**src/design/kir_pkg.sv**
```systemverilog
// Package for the keypad interrupt unit: register map, field layout,
// reset values, latch states and the register bus carrier.
// Assumes an 8-bit register bus addressed by a small word index.
package kir_pkg;

    // Register bus geometry
    localparam int KIR_ADDR_W = 2;
    localparam int KIR_DATA_W = 8;

    // Register indices
    localparam logic [KIR_ADDR_W-1:0] KIR_REG_STATUS = 2'h0;
    localparam logic [KIR_ADDR_W-1:0] KIR_REG_ENABLE = 2'h1;
    localparam logic [KIR_ADDR_W-1:0] KIR_REG_POLARITY = 2'h2;

    // Status/control field positions
    localparam int KIR_BIT_MODE = 0;
    localparam int KIR_BIT_MASK = 1;
    localparam int KIR_BIT_ACK = 2;
    localparam int KIR_BIT_FLAG = 3;

    // Reset values
    localparam logic KIR_RST_MODE = 1'h0;
    localparam logic KIR_RST_MASK = 1'h0;
    localparam logic [KIR_DATA_W-1:0] KIR_RST_ZERO = 8'h00;

    // Pin count served by one 8-bit enable register
    localparam int KIR_DEF_PINS = 6;
    localparam int KIR_MAX_PINS = 7;

    // Shared latch states, Gray along idle -> pending -> held
    typedef enum logic [1:0] {
        KIR_ST_IDLE = 2'h0,
        KIR_ST_PEND = 2'h1,
        KIR_ST_HELD = 2'h3
    } kir_state_t;

    // One register bus request
    typedef struct packed {
        logic [KIR_ADDR_W-1:0] addr;
        logic [KIR_DATA_W-1:0] wdata;
        logic wr;
        logic rd;
    } kir_bus_req_t;

endpackage
```
**src/design/kir_keypad_irq.sv**
```systemverilog
// Keypad interrupt unit: per-pin enable and polarity, one shared latch,
// one maskable request, pad pull and direction override controls.
// Assumes a single-cycle register bus on clk_in and a vector fetch
// pulse from the interrupt priority logic on the same clock.
// Operation
// - each pin has its own enable bit
// - enabled pin gets pullup or pulldown by polarity
// - asserted enabled input sets shared latch
// - edge ignored while another input asserted
// - level mode keeps request while input asserted
// - level mode clears after release and acknowledge
// - vector fetch acknowledge clears the latch
// - acknowledge bit write clears, reads zero
// - edge after acknowledge latches fresh request
// - reset clears request and trigger sensitivity
// - edge mode acknowledge clears latch at once
// - pending flag readable regardless of mask
// - mask bit gates interrupt request output
// - enabled pin forced to input direction
// - unit stays active in low-power modes
// - break protects status unless clear enabled
// - sensitivity bit picks level-and-edge or edge
// - reserved enable bit reads zero
// - enable bit lets pin latch requests
// - polarity bit picks high/rising or low/falling
//
// The register addresses and the address-and-strobe port are this design's own decisions.
`timescale 1ns/1ns
`default_nettype none
module kir_keypad_irq
    import kir_pkg::*;
#(
    parameter int NUM_PINS = KIR_DEF_PINS
) (
    input wire logic clk_in,
    input wire logic rst_in,
    input wire logic clk_en_in,
    input wire kir_bus_req_t bus_in,
    output logic [KIR_DATA_W-1:0] rdata_out,
    input wire logic [NUM_PINS-1:0] pin_in,
    input wire logic vector_fetch_in,
    input wire logic break_active_in,
    input wire logic break_clear_enable_in,
    output logic irq_out,
    output logic [NUM_PINS-1:0] pullup_en_out,
    output logic [NUM_PINS-1:0] pulldown_en_out,
    output logic [NUM_PINS-1:0] force_input_out
);

    // One register holds the enables and leaves one reserved bit
    if (NUM_PINS < 1 || NUM_PINS > KIR_MAX_PINS) begin : g_bad_pins
        $error("NUM_PINS must lie between 1 and 7");
    end

    // Software-visible control state
    logic [NUM_PINS-1:0] pin_irq_enable;
    logic [NUM_PINS-1:0] pin_polarity_select;
    logic trigger_sensitivity;
    logic request_mask;

    // Latch state and detection helpers
    kir_state_t state;
    kir_state_t next_state;
    logic [NUM_PINS-1:0] sample;
    logic [NUM_PINS-1:0] asserted;
    logic any_asserted;
    logic any_prev;
    logic rise;
    logic wr_status;
    logic sw_ack;
    logic ack;
    logic pending_flag;
    logic level_hold;

    // Synchronised pin samples
    kir_pin_sync #(
        .NUM_PINS(NUM_PINS)
    ) u_sync (
        .clk_in(clk_in),
        .rst_in(rst_in),
        .clk_en_in(clk_en_in),
        .pin_in(pin_in),
        .sample_out(sample)
    );

    // Per-pin assertion: polarity picks the active level, enable gates it
    for (genvar i = 0; i < NUM_PINS; i++) begin : g_pin
        assign asserted[i] = pin_irq_enable[i]
            & (pin_polarity_select[i] ? sample[i] : ~sample[i]);
    end

    // The OR of all pins is what the shared latch watches
    assign any_asserted = |asserted;

    // History of the combined level, compared sample to sample
    always_ff @(posedge clk_in) begin
        if (rst_in) begin
            any_prev <= 1'h0;
        end else if (clk_en_in) begin
            any_prev <= any_asserted;
        end
    end

    // Only a rise of the combined level counts, so an edge on one pin
    // is lost while another pin is already asserted
    assign rise = any_asserted & ~any_prev;
    // Limitation: a pin enabled while it floats can read as a rise for a
    // few cycles, since the pad pull lags the enable by one flop and the
    // synchroniser adds two more; software should acknowledge after that
    // window has passed, or the stale edge latches a fresh request.

    // Level term only in edge-and-level mode
    assign level_hold = trigger_sensitivity & any_asserted;

    // Software acknowledge, suppressed in break unless clearing allowed
    assign wr_status = bus_in.wr && (bus_in.addr == KIR_REG_STATUS);
    assign sw_ack = wr_status && bus_in.wdata[KIR_BIT_ACK]
        && (!break_active_in || break_clear_enable_in);

    // Either acknowledge source clears
    assign ack = vector_fetch_in | sw_ack;

    // Latch next state; a new edge wins over a same-cycle acknowledge
    always_comb begin
        next_state = state;
        case (state)
            KIR_ST_IDLE: begin
                // Level mode re-arms straight away while still asserted
                if (rise || level_hold) begin
                    next_state = KIR_ST_PEND;
                end
            end
            KIR_ST_PEND: begin
                if (rise) begin
                    next_state = KIR_ST_PEND;
                end else if (ack && level_hold) begin
                    // Acknowledged but a pin is still held active
                    next_state = KIR_ST_HELD;
                end else if (ack) begin
                    next_state = KIR_ST_IDLE;
                end
            end
            KIR_ST_HELD: begin
                // Acknowledge already seen; release finishes the clear
                if (rise) begin
                    next_state = KIR_ST_PEND;
                end else if (!level_hold) begin
                    next_state = KIR_ST_IDLE;
                end
            end
            default: begin
                next_state = KIR_ST_IDLE;
            end
        endcase
    end

    // Latch register; keeps running in low-power modes since nothing
    // here depends on the processor clock being gated
    always_ff @(posedge clk_in) begin
        if (rst_in) begin
            state <= KIR_ST_IDLE;
        end else if (clk_en_in) begin
            state <= next_state;
        end
    end

    // Flag is the latch itself, independent of the mask
    assign pending_flag = (state != KIR_ST_IDLE);

    // Request to the priority logic, also the wake-up source
    assign irq_out = pending_flag & ~request_mask;

    // Status/control writes: mask and trigger sensitivity
    always_ff @(posedge clk_in) begin
        if (rst_in) begin
            trigger_sensitivity <= KIR_RST_MODE;
            request_mask <= KIR_RST_MASK;
        end else if (clk_en_in && wr_status) begin
            trigger_sensitivity <= bus_in.wdata[KIR_BIT_MODE];
            request_mask <= bus_in.wdata[KIR_BIT_MASK];
        end
    end

    // Per-pin enable and polarity registers
    always_ff @(posedge clk_in) begin
        if (rst_in) begin
            pin_irq_enable <= '0;
            pin_polarity_select <= '0;
        end else if (clk_en_in && bus_in.wr) begin
            if (bus_in.addr == KIR_REG_ENABLE) begin
                pin_irq_enable <= bus_in.wdata[NUM_PINS-1:0];
            end
            if (bus_in.addr == KIR_REG_POLARITY) begin
                pin_polarity_select <= bus_in.wdata[NUM_PINS-1:0];
            end
        end
    end

    // Pad controls from flops: pull toward the idle level of each
    // enabled pin, and force it to input over the direction bit
    always_ff @(posedge clk_in) begin
        if (rst_in) begin
            pullup_en_out <= '0;
            pulldown_en_out <= '0;
            force_input_out <= '0;
        end else if (clk_en_in) begin
            pullup_en_out <= pin_irq_enable & ~pin_polarity_select;
            pulldown_en_out <= pin_irq_enable & pin_polarity_select;
            force_input_out <= pin_irq_enable;
        end
    end

    // Read data one cycle after the strobe; unmapped index reads zero
    always_ff @(posedge clk_in) begin
        if (rst_in) begin
            rdata_out <= KIR_RST_ZERO;
        end else if (clk_en_in) begin
            rdata_out <= KIR_RST_ZERO;
            if (bus_in.rd) begin
                case (bus_in.addr)
                    KIR_REG_STATUS: begin
                        // Acknowledge bit is write-only and reads zero
                        rdata_out[KIR_BIT_FLAG] <= pending_flag;
                        rdata_out[KIR_BIT_MASK] <= request_mask;
                        rdata_out[KIR_BIT_MODE] <= trigger_sensitivity;
                    end
                    KIR_REG_ENABLE: begin
                        // Reserved bit above the enables stays zero
                        rdata_out[NUM_PINS-1:0] <= pin_irq_enable;
                    end
                    KIR_REG_POLARITY: begin
                        rdata_out[NUM_PINS-1:0] <= pin_polarity_select;
                    end
                    default: begin
                        rdata_out <= KIR_RST_ZERO;
                    end
                endcase
            end
        end
    end
endmodule
`default_nettype wire

```
**src/design/kir_pin_sync.sv**
```systemverilog
// Two-stage synchroniser for the keypad pins.
// Assumes pins are asynchronous to clk_in; the parent keeps the
// history that compares consecutive synchronised samples.
`timescale 1ns/1ns
`default_nettype none
module kir_pin_sync
    import kir_pkg::*;
#(
    parameter int NUM_PINS = KIR_DEF_PINS
) (
    input wire logic clk_in,
    input wire logic rst_in,
    input wire logic clk_en_in,
    input wire logic [NUM_PINS-1:0] pin_in,
    output logic [NUM_PINS-1:0] sample_out
);

    // First stage, read only by the second stage
    logic [NUM_PINS-1:0] meta;

    // Both stages freeze with the clock enable
    always_ff @(posedge clk_in) begin
        if (rst_in) begin
            meta <= '0;
            sample_out <= '0;
        end else if (clk_en_in) begin
            meta <= pin_in;
            sample_out <= meta;
        end
    end

endmodule
`default_nettype wire

```
**config.mk**
```make
export PLATFORM = sky130hd
export DESIGN_NAME = kir_keypad_irq
export DESIGN_NICKNAME = d
export VERILOG_FILES = /design/src/design/kir_pkg.sv /design/src/design/kir_keypad_irq.sv /design/src/design/kir_pin_sync.sv
export SDC_FILE = /design/constraint.sdc
export NUM_CORES = 1
export LEC_CHECK = 0
export BUFFER_PORTS_ARGS = -buffer_cell sky130_fd_sc_hd__buf_2
export CORE_ASPECT_RATIO = 2
export CORE_MARGIN = 1.5
export CORE_UTILIZATION = 57
export DETAILED_ROUTE_END_ITERATION = 8
export PLACE_DENSITY = 0.81
export SYNTH_ARGS = -nofsm -noshare
export SYNTH_HDL_FRONTEND = slang
export SYNTH_SLANG_ARGS = --single-unit
```
**constraint.sdc**
```tcl
create_clock -name clk_in -period 3.1 [get_ports clk_in]
set_input_delay 0.31 -clock clk_in [delete_from_list [all_inputs] [get_ports clk_in]]
set_output_delay 0.31 -clock clk_in [all_outputs]
set_load 0.01 [all_outputs]
```
==> run summary, run 1 <==
Critical Path Sink Type: flip-flop
Cells after Synth: 241
gr usage total: 23.4%
CTS Buf Count: 5
register area share after synthesis: 47.1%
P_int: 0.000929 W
final instance area: 2590 um2
Hold-fix buffers, CTS: 0
final net count: 309
# resized after CTS: 0
Async S/R FF share, synth: 0%
Setup Skew: 6.37 ps
HP Class: in2reg
DR pass1 iterations: 4
final-report max-slew violation count: 0
Num Clock Sinks: 53
synth warn: 0
MaxCap Viol Count: 0
Post-Syn Area: 2250 um2
Peak Freq: 0.637 GHz
area grow syn2layout: 15.1%
register bit total from synthesis: 53
die area: 4360 um2
DRT antenna net count: 0
Fill cells: 345
vias in the first global route: 1674
pin count of the biggest net entering global routing: 35
Post-synth top flop: dfxtp_1
Residual DRC: 0
cell area power density: 475 nW/um2
maximum vdd drop: 0.560 mV
Switch Pwr: 0.000302 W
routed wl met3: 179 um
final core utilization: 68.1%
final setup fails: 0
final period utilization: 50.7%
worst skew pair latency: 300 ps
Tmin final: 1570 ps
Iter 0 DRT Violations: 39
EDFF count, synth: 0
GRT overflow: 0
first-pass GRT wire length: 7420 um
final hold viol count: 0
vias per cell: 5.41
WL final: 4580 um
Max Root-Sink Buffers: 2
main area contributors after synthesis: dfxtp_1, mux2i_1, nor2_1
worst setup path class: reg2reg
DP Worst Slack: 1380 ps
syn avg cell area: 9.34 um2
uppermost layer routed: met4
Reg power frac: 58.1%
DPL Wire Length: 3420 um
routability cong.: 0.860
post-route setup slack: 1530 ps
crit path launch type: flip-flop
outcome: finished, final reports clean
drt wl/cell: 13.8 um
IO Port Bufs: 46
num ports: 51
final total power: 0.00123 W
via count: 1802
CTS tree: yes
root buf cell: clkbuf_8
sw frac: 24.5%
Core Area: 3800 um2
Slew @ Worst Pin: 651 ps
Row Count: 32
Final TNS setup: 0 ps
routed length on met2: 2270 um
H-tree levels: 2
WP data required: 3290 ps
post-placement cell area: 2490 um2
post-synth cell types: 36
Synth area leader: dfxtp_1
Critical Path Fanout Max: 5
antenna violations before repair: 0
RSZ-0062 raised after global routing: false
M1 WL: 1880 um
combinational share of power: 9.9%
Clock transition at path regs: 90 ps
critical path arrival: 1760 ps
initial core utilization: 59.2%
Die X-Extent: 47.4 um
slew margin rel.: 56.6%
clock power share: 32.0%
ant diodes: 0
DIE HEIGHT: 91.9 um
layout cells sized above 1: 22.0%
Setup Buffers After CTS: 0
LEAKAGE: 1.20 nW
Synth top area share: 47.1%
## per-stage QoR
step / hold WS, ps / std cells
after floorplan: 454 / 242
after global placement: 445 / 325
after detailed placement: 451 / 325
after CTS: 238 / 333
after global routing: 245 / 333
final: 243 / 333
## power groups by stage
stage | Combinational, W | Sequential (W) | Clock, W
floorplan | 0.0000874 | 0.000727 | 0
global placement | 0.000119 | 0.000731 | 0
detailed placement | 0.000122 | 0.000731 | 0
CTS | 0.000123 | 0.000715 | 0.000407
global route | 0.000134 | 0.000718 | 0.000435
finish | 0.000121 | 0.000715 | 0.000395
## sequential cells by signal, indices dropped and copies added, names as in the netlist
| register | cells |
|---|---|
| any_prev | 1 |
| force_input_out | 6 |
| pin_irq_enable | 6 |
| pin_polarity_select | 6 |
| pulldown_en_out | 6 |
| pullup_en_out | 6 |
| rdata_out | 6 |
| request_mask | 1 |
| state | 2 |
| trigger_sensitivity | 1 |
| u_sync.meta | 6 |
| u_sync.sample_out | 6 |
## routing by layer
layer,global-route usage (%),vias to the layer above
met4,15.0,0
met1,27.1,817
met2,36.3,52
met3,5.31,21
met5,0,-
li1,-,912
## synthesized netlist by cell type, drive strengths merged, types with 2 or more instances
master	count
xnor2	6
a222oi	2
nor2	47
a41oi	2
dfxtp	53
a21oi	17
nor3	2
mux2i	31
clkbuf	11
a22o	3
inv	5
a22oi	7
nand3b	6
buf	5
nand2	14
nand3	11
o21ai	2
ha	4
## logic make-up after synthesis
group / count (synthesis) / synth area share (%)
AO/OA/AOI/OAI: 41 / 14.2
XOR/XNOR: 6 / 2.33
adder cells (fa/ha/maj): 4 / 2.22
buffers and inverters: 21 / 3.95
flip-flops: 53 / 47.1
multiplexers: 31 / 13.8
other: 1 / 0.167
AND/OR/NAND/NOR: 84 / 16.2
## area by class of cell
cell class,instances,area (um2),area share [%]
clock buffer,6,82.6,3.19
clock inverter,2,13.8,0.531
inverter,5,18.8,0.725
multi-input combinational,168,1100,42.7
sequential,53,1060,41.0
tap,51,63.8,2.46
timing repair buffer,48,245,9.47
## critical path: stages (launching register included)
cell      delay (ps)
dfxtp_1          370
xnor2_1          270
a22oi_4          140
a41o_2           300
o311ai_0         280
o21bai_1          90
## worst paths after layout
path                        endpoint  slack [ps]  cells past startpoint              startpoint
setup reg to reg            state[0]        1530                      5  pin_polarity_select[5]
setup / recovery            state[0]        1530                      5  pin_polarity_select[5]
hold / removal        u_sync.meta[4]         240                      3               pin_in[4]
hold reg to reg   pulldown_en_out[1]         460                      2      pulldown_en_out[1]
## cell usage in the layout, fill, tap and decap left out, types with 5 or more instances in the layout
master / count
a21oi_1: 17
buf_2: 46
clkbuf_8: 6
dfxtp_1: 53
inv_1: 5
mux2i_1: 31
nand2_1: 14
nand3_1: 11
nand3b_1: 6
nor2_1: 47
xnor2_1: 6
No activity file was read; power rests on OpenSTA's default activity.
==> inputs of run 2 (changes only) <==
--- a/config.mk
+++ b/config.mk
@@ -8,9 +8,9 @@
 export BUFFER_PORTS_ARGS = -buffer_cell sky130_fd_sc_hd__buf_2
 export CORE_ASPECT_RATIO = 2
 export CORE_MARGIN = 1.5
-export CORE_UTILIZATION = 57
+export CORE_UTILIZATION = 48
 export DETAILED_ROUTE_END_ITERATION = 8
-export PLACE_DENSITY = 0.81
+export PLACE_DENSITY = 0.72
 export SYNTH_ARGS = -nofsm -noshare
 export SYNTH_HDL_FRONTEND = slang
 export SYNTH_SLANG_ARGS = --single-unit
==> constraint.sdc (replaced) <==
create_clock -name clk_in -period 1.4 [get_ports clk_in]
set_input_delay 0.14 -clock clk_in [delete_from_list [all_inputs] [get_ports clk_in]]
set_output_delay 0.14 -clock clk_in [all_outputs]
set_load 0.01 [all_outputs]
==> run summary, run 2 (synthesis results as in run 1) <==
outcome: complete, but fails checks
failing checks: negative setup slack
final net count: 336
final-report max-slew violation count: 0
Final Hold Slack: 74.2 ps
root buf cell: clkbuf_8
Reg power frac: 58.1%
worst-path cell chain: inv_1, a21boi_0, a31oi_2, o41ai_2, o21bai_1
Clock transition at path regs: 90 ps
most frequent cells in the layout: dfxtp_1, nor2_1, buf_2
Final Non-Filler Cells: 364
GR met2 Demand/Resource: 39.3%
HP Class: in2reg
Critical Path Fanout Max: 6
Critical Path Sink Type: flip-flop
H-tree levels: 2
Tmin final: 1400 ps
MaxCap Viol Count: 0
first-pass GRT wire length: 8400 um
DPL Wire Length: 4000 um
WL final: 5210 um
Row Count: 35
layout cells sized above 1: 31.7%
final period utilization: 100%
vias in the first global route: 1893
maximum vdd drop: 0.922 mV
Num Clock Sinks: 53
worst setup path class: reg2reg
gr usage total: 21.5%
Core Area: 4550 um2
RSZ-0062 raised after global routing: true
worst skew pair latency: 300 ps
Hold-fix buffers, CTS: 0
worst r2r path cells: 5
IO Port Bufs: 46
GRT Max-Usage Layer: met2
P_int: 0.00204 W
sw frac: 25.0%
Peak Freq: 0.713 GHz
DP Cell Count: 356
num ports: 51
GRT overflow: 0
Register Area: 1070 um2
WP data required: 1640 ps
area grow syn2layout: 25.8%
final setup fails: 1
critical path's slowest cell: dfxtp_1
CP max stage delay: 440 ps
antenna violations before repair: 0
Setup Skew: 11.3 ps
commonest non-fill, non-tap cell in the layout: dfxtp_1
Fill cells: 441
Hold Path Stages: 3
Die X-Extent: 51.4 um
cell area power density: 962 nW/um2
DR pass1 iterations: 4
final hold viol count: 0
Residual DRC: 0
post-route setup slack: -3.43 ps
routability cong.: 0.889
DRT antenna net count: 0
combinational share of power: 12.0%
crit path launch type: flip-flop
Final TNS setup: -3.43 ps
die area: 5130 um2
final core utilization: 62.2%
Max Root-Sink Buffers: 2
grt met1 use: 21.7%
GR Util met3: 4.17%
drt wl/cell: 14.3 um
CTS tree: yes
vias per cell: 5.35
CTS Buf Count: 5
ant diodes: 0
initial core utilization: 49.4%
critical path arrival: 1650 ps
Switch Pwr: 0.000680 W
DIE HEIGHT: 99.8 um
LEAKAGE: 1.35 nW
pin count of the biggest net entering global routing: 38
Iter 0 DRT Violations: 22
area taken by multi-input logic gates: 1150 um2
Setup Buffers After CTS: 0
clock power share: 29.9%
via count: 1948
-- run 2: metal layers --
layer,up-vias,share of wire (%)
met5,-,0
met4,0,4.2
met3,18,4.3
met2,57,55
met1,906,37
li1,967,-
-- run 2: worst max-delay path: cells and delay by family (launching register included) --
kind,cells,cell delay [ps]
AO/OA/AOI/OAI,4,800
buffers and inverters,1,110
flip-flops,1,440
-- run 2: power groups by stage --
| stage | logic (W) | registers [W] | clock network (W) |
|---|---|---|---|
| floorplan | 0.000195 | 0.00161 | 0 |
| global placement | 0.000313 | 0.00161 | 0 |
| detailed placement | 0.000318 | 0.00161 | 0 |
| CTS | 0.000328 | 0.00158 | 0.000844 |
| global route | 0.000358 | 0.00159 | 0.000876 |
| finish | 0.000326 | 0.00158 | 0.000816 |
-- run 2: cell type report --
type	instances	share of cell area, %
multi-input cells	168	40.5
flip-flops and latches	53	37.6
repair buffers	75	15.8
clock buffers	6	2.56
well taps	55	2.43
inverters	5	0.663
clock inverters	2	0.353
-- run 2: what timing repair did --
| item | in CTS | in global routing |
|---|---|---|
| setup endpoints to repair | 1 | 2 |
| resized for setup | 9 | 0 |
| pin swaps | 9 | 0 |
| cloned | 0 | 0 |
-- run 2: path summary, 6_finish.rpt --
path	start	endpoint	slack, ps
min reg2reg	pulldown_en_out[0]	pulldown_en_out[0]	460
max	state[0]	state[0]	-3
max reg2reg	state[0]	state[0]	-3
min	pin_in[1]	u_sync.meta[1]	70
-- run 2: per-stage QoR --
step                total power, W  worst slack [ps]  area, um2
finish                     0.00272             -3.43       2830
global route               0.00282             -78.1       2830
CTS                        0.00275              5.00       2830
detailed placement         0.00193              -114       2720
global placement           0.00193             -46.7       2720
floorplan                  0.00181              1.20       2270
==> inputs of run 3 (changes only) <==
--- a/config.mk
+++ b/config.mk
@@ -8,9 +8,10 @@
 export BUFFER_PORTS_ARGS = -buffer_cell sky130_fd_sc_hd__buf_2
 export CORE_ASPECT_RATIO = 2
 export CORE_MARGIN = 1.5
-export CORE_UTILIZATION = 48
+export CORE_UTILIZATION = 53
 export DETAILED_ROUTE_END_ITERATION = 8
-export PLACE_DENSITY = 0.72
+export PLACE_DENSITY = 0.75
+export SKIP_CTS_REPAIR_TIMING = 1
 export SYNTH_ARGS = -nofsm -noshare
 export SYNTH_HDL_FRONTEND = slang
 export SYNTH_SLANG_ARGS = --single-unit
==> constraint.sdc (replaced) <==
create_clock -name clk_in -period 1.5 [get_ports clk_in]
set_input_delay 0.15 -clock clk_in [delete_from_list [all_inputs] [get_ports clk_in]]
set_output_delay 0.15 -clock clk_in [all_outputs]
set_load 0.01 [all_outputs]
==> run summary, run 3 (synthesis results as in run 1) <==
antenna violations before repair: 0
DIE HEIGHT: 95.2 um
Final Non-Filler Cells: 352
via count: 1939
vias per cell: 5.51
post-placement cell area: 2660 um2
DP Cell Count: 344
CP max stage delay: 340 ps
ant diodes: 0
cell family with most CP delay: compound AO/OA/AOI/OAI gates
num ports: 51
maximum vdd drop: 0.751 mV
IO Port Bufs: 46
outcome: finished, final reports clean
Buffers & Inverters on Critical Path: 0
cell area power density: 928 nW/um2
critical path's slowest cell: dfxtp_2
layout cells sized above 1: 30.3%
final hold viol count: 0
HP Class: in2reg
Core Area: 4090 um2
Iter 0 DRT Violations: 65
Critical Path Fanout Max: 4
Slew @ Worst Pin: 517 ps
Hold Path Stages: 3
initial core utilization: 55.1%
gr usage total: 23.8%
Row Count: 33
routability cong.: 0.857
WP data required: 1740 ps
final net count: 327
vias in the first global route: 1855
RSZ-0062 raised after global routing: true
most frequent cells in the layout: dfxtp_1, nor2_1, buf_2
final period utilization: 97.8%
MaxCap Viol Count: 0
H-tree levels: 2
DRT antenna net count: 0
CTS Buf Count: 5
final core utilization: 69.3%
worst r2r path cells: 5
Residual DRC: 0
crit path launch type: flip-flop
final instance area: 2830 um2
Critical Path Sink Type: flip-flop
Peak Freq: 0.682 GHz
final-report max-slew violation count: 0
first-pass GRT wire length: 8420 um
critical path arrival: 1710 ps
root buf cell: clkbuf_8
DR pass1 iterations: 5
worst-path cell chain: xnor2_1, a22oi_2, a31oi_4, o41ai_2, o21bai_1
CTS tree: yes
Setup Skew: 11.1 ps
slew margin rel.: 65.5%
WL final: 5210 um
pin count of the biggest net entering global routing: 52
critical path depth: 5
Clock transition at path regs: 90 ps
Die X-Extent: 49.1 um
DPL Wire Length: 3790 um
Max Root-Sink Buffers: 2
worst setup path class: reg2reg
drt wl/cell: 14.8 um
LEAKAGE: 1.32 nW
final setup fails: 0
worst skew pair latency: 310 ps
Num Clock Sinks: 53
die area: 4670 um2
area grow syn2layout: 25.9%
Tmin final: 1470 ps
commonest non-fill, non-tap cell in the layout: dfxtp_1
GRT overflow: 0
-- run 3: cell count changes in the layout (fill, tap and decap cells not counted), sizes merged --
| cell | delta |
|---|---|
| buf | -9 |
-- run 3: report_power, final --
part,internal (W),leakage (nW),switching [W],total [W]
Combinational,0.000146,0.839,0.000183,0.000328
Sequential,0.00144,0.432,0.0000283,0.00147
Clock,0.000375,0.0512,0.000457,0.000832
Total,0.00196,1.32,0.000668,0.00263
-- run 3: worst paths after layout --
path,start,to,slack (ps)
max,u_sync.sample_out[2],state[0],30
max reg2reg,u_sync.sample_out[2],state[0],30
min reg2reg,pulldown_en_out[0],pulldown_en_out[0],460
min,pin_in[5],u_sync.meta[5],80
-- run 3: per-layer routing --
layer	up-vias	GRT usage, %	routed length [um]
li1	946	-	-
met1	916	25.4	2110
met2	65	42.6	2750
met3	12	4.39	200
met4	0	14.5	152
met5	-	0	0
-- run 3: per-stage QoR --
stage	hold WS, ps	setup TNS, ps	power, W	setup WS, ps
2_1_floorplan	294	0	0.00168	62.9
3_3_place_gp	385	-10.5	0.00180	-10.5
3_5_place_dp	396	-126	0.00180	-35.6
4_1_cts	72.3	-64.8	0.00262	-64.8
5_1_grt	84.9	-44.0	0.00273	-44.0
6_report	76.5	0	0.00263	33.4
-- run 3: worst register-to-register path: cells and delay by family, from the launching register on --
kind | cells | cell delay [ps]
flops | 1 | 340
compound gates | 4 | 930
xor+xnor | 1 | 130
-- run 3: layout make-up --
type | instances | area, um2
Multi-Input combinational cell | 168 | 1180
Tap cell | 52 | 65.1
Clock buffer | 6 | 82.6
Inverter | 5 | 18.8
Sequential cell | 53 | 1070
Clock inverter | 2 | 13.8
Timing Repair Buffer | 66 | 405
Fill cell | 342 | 1250
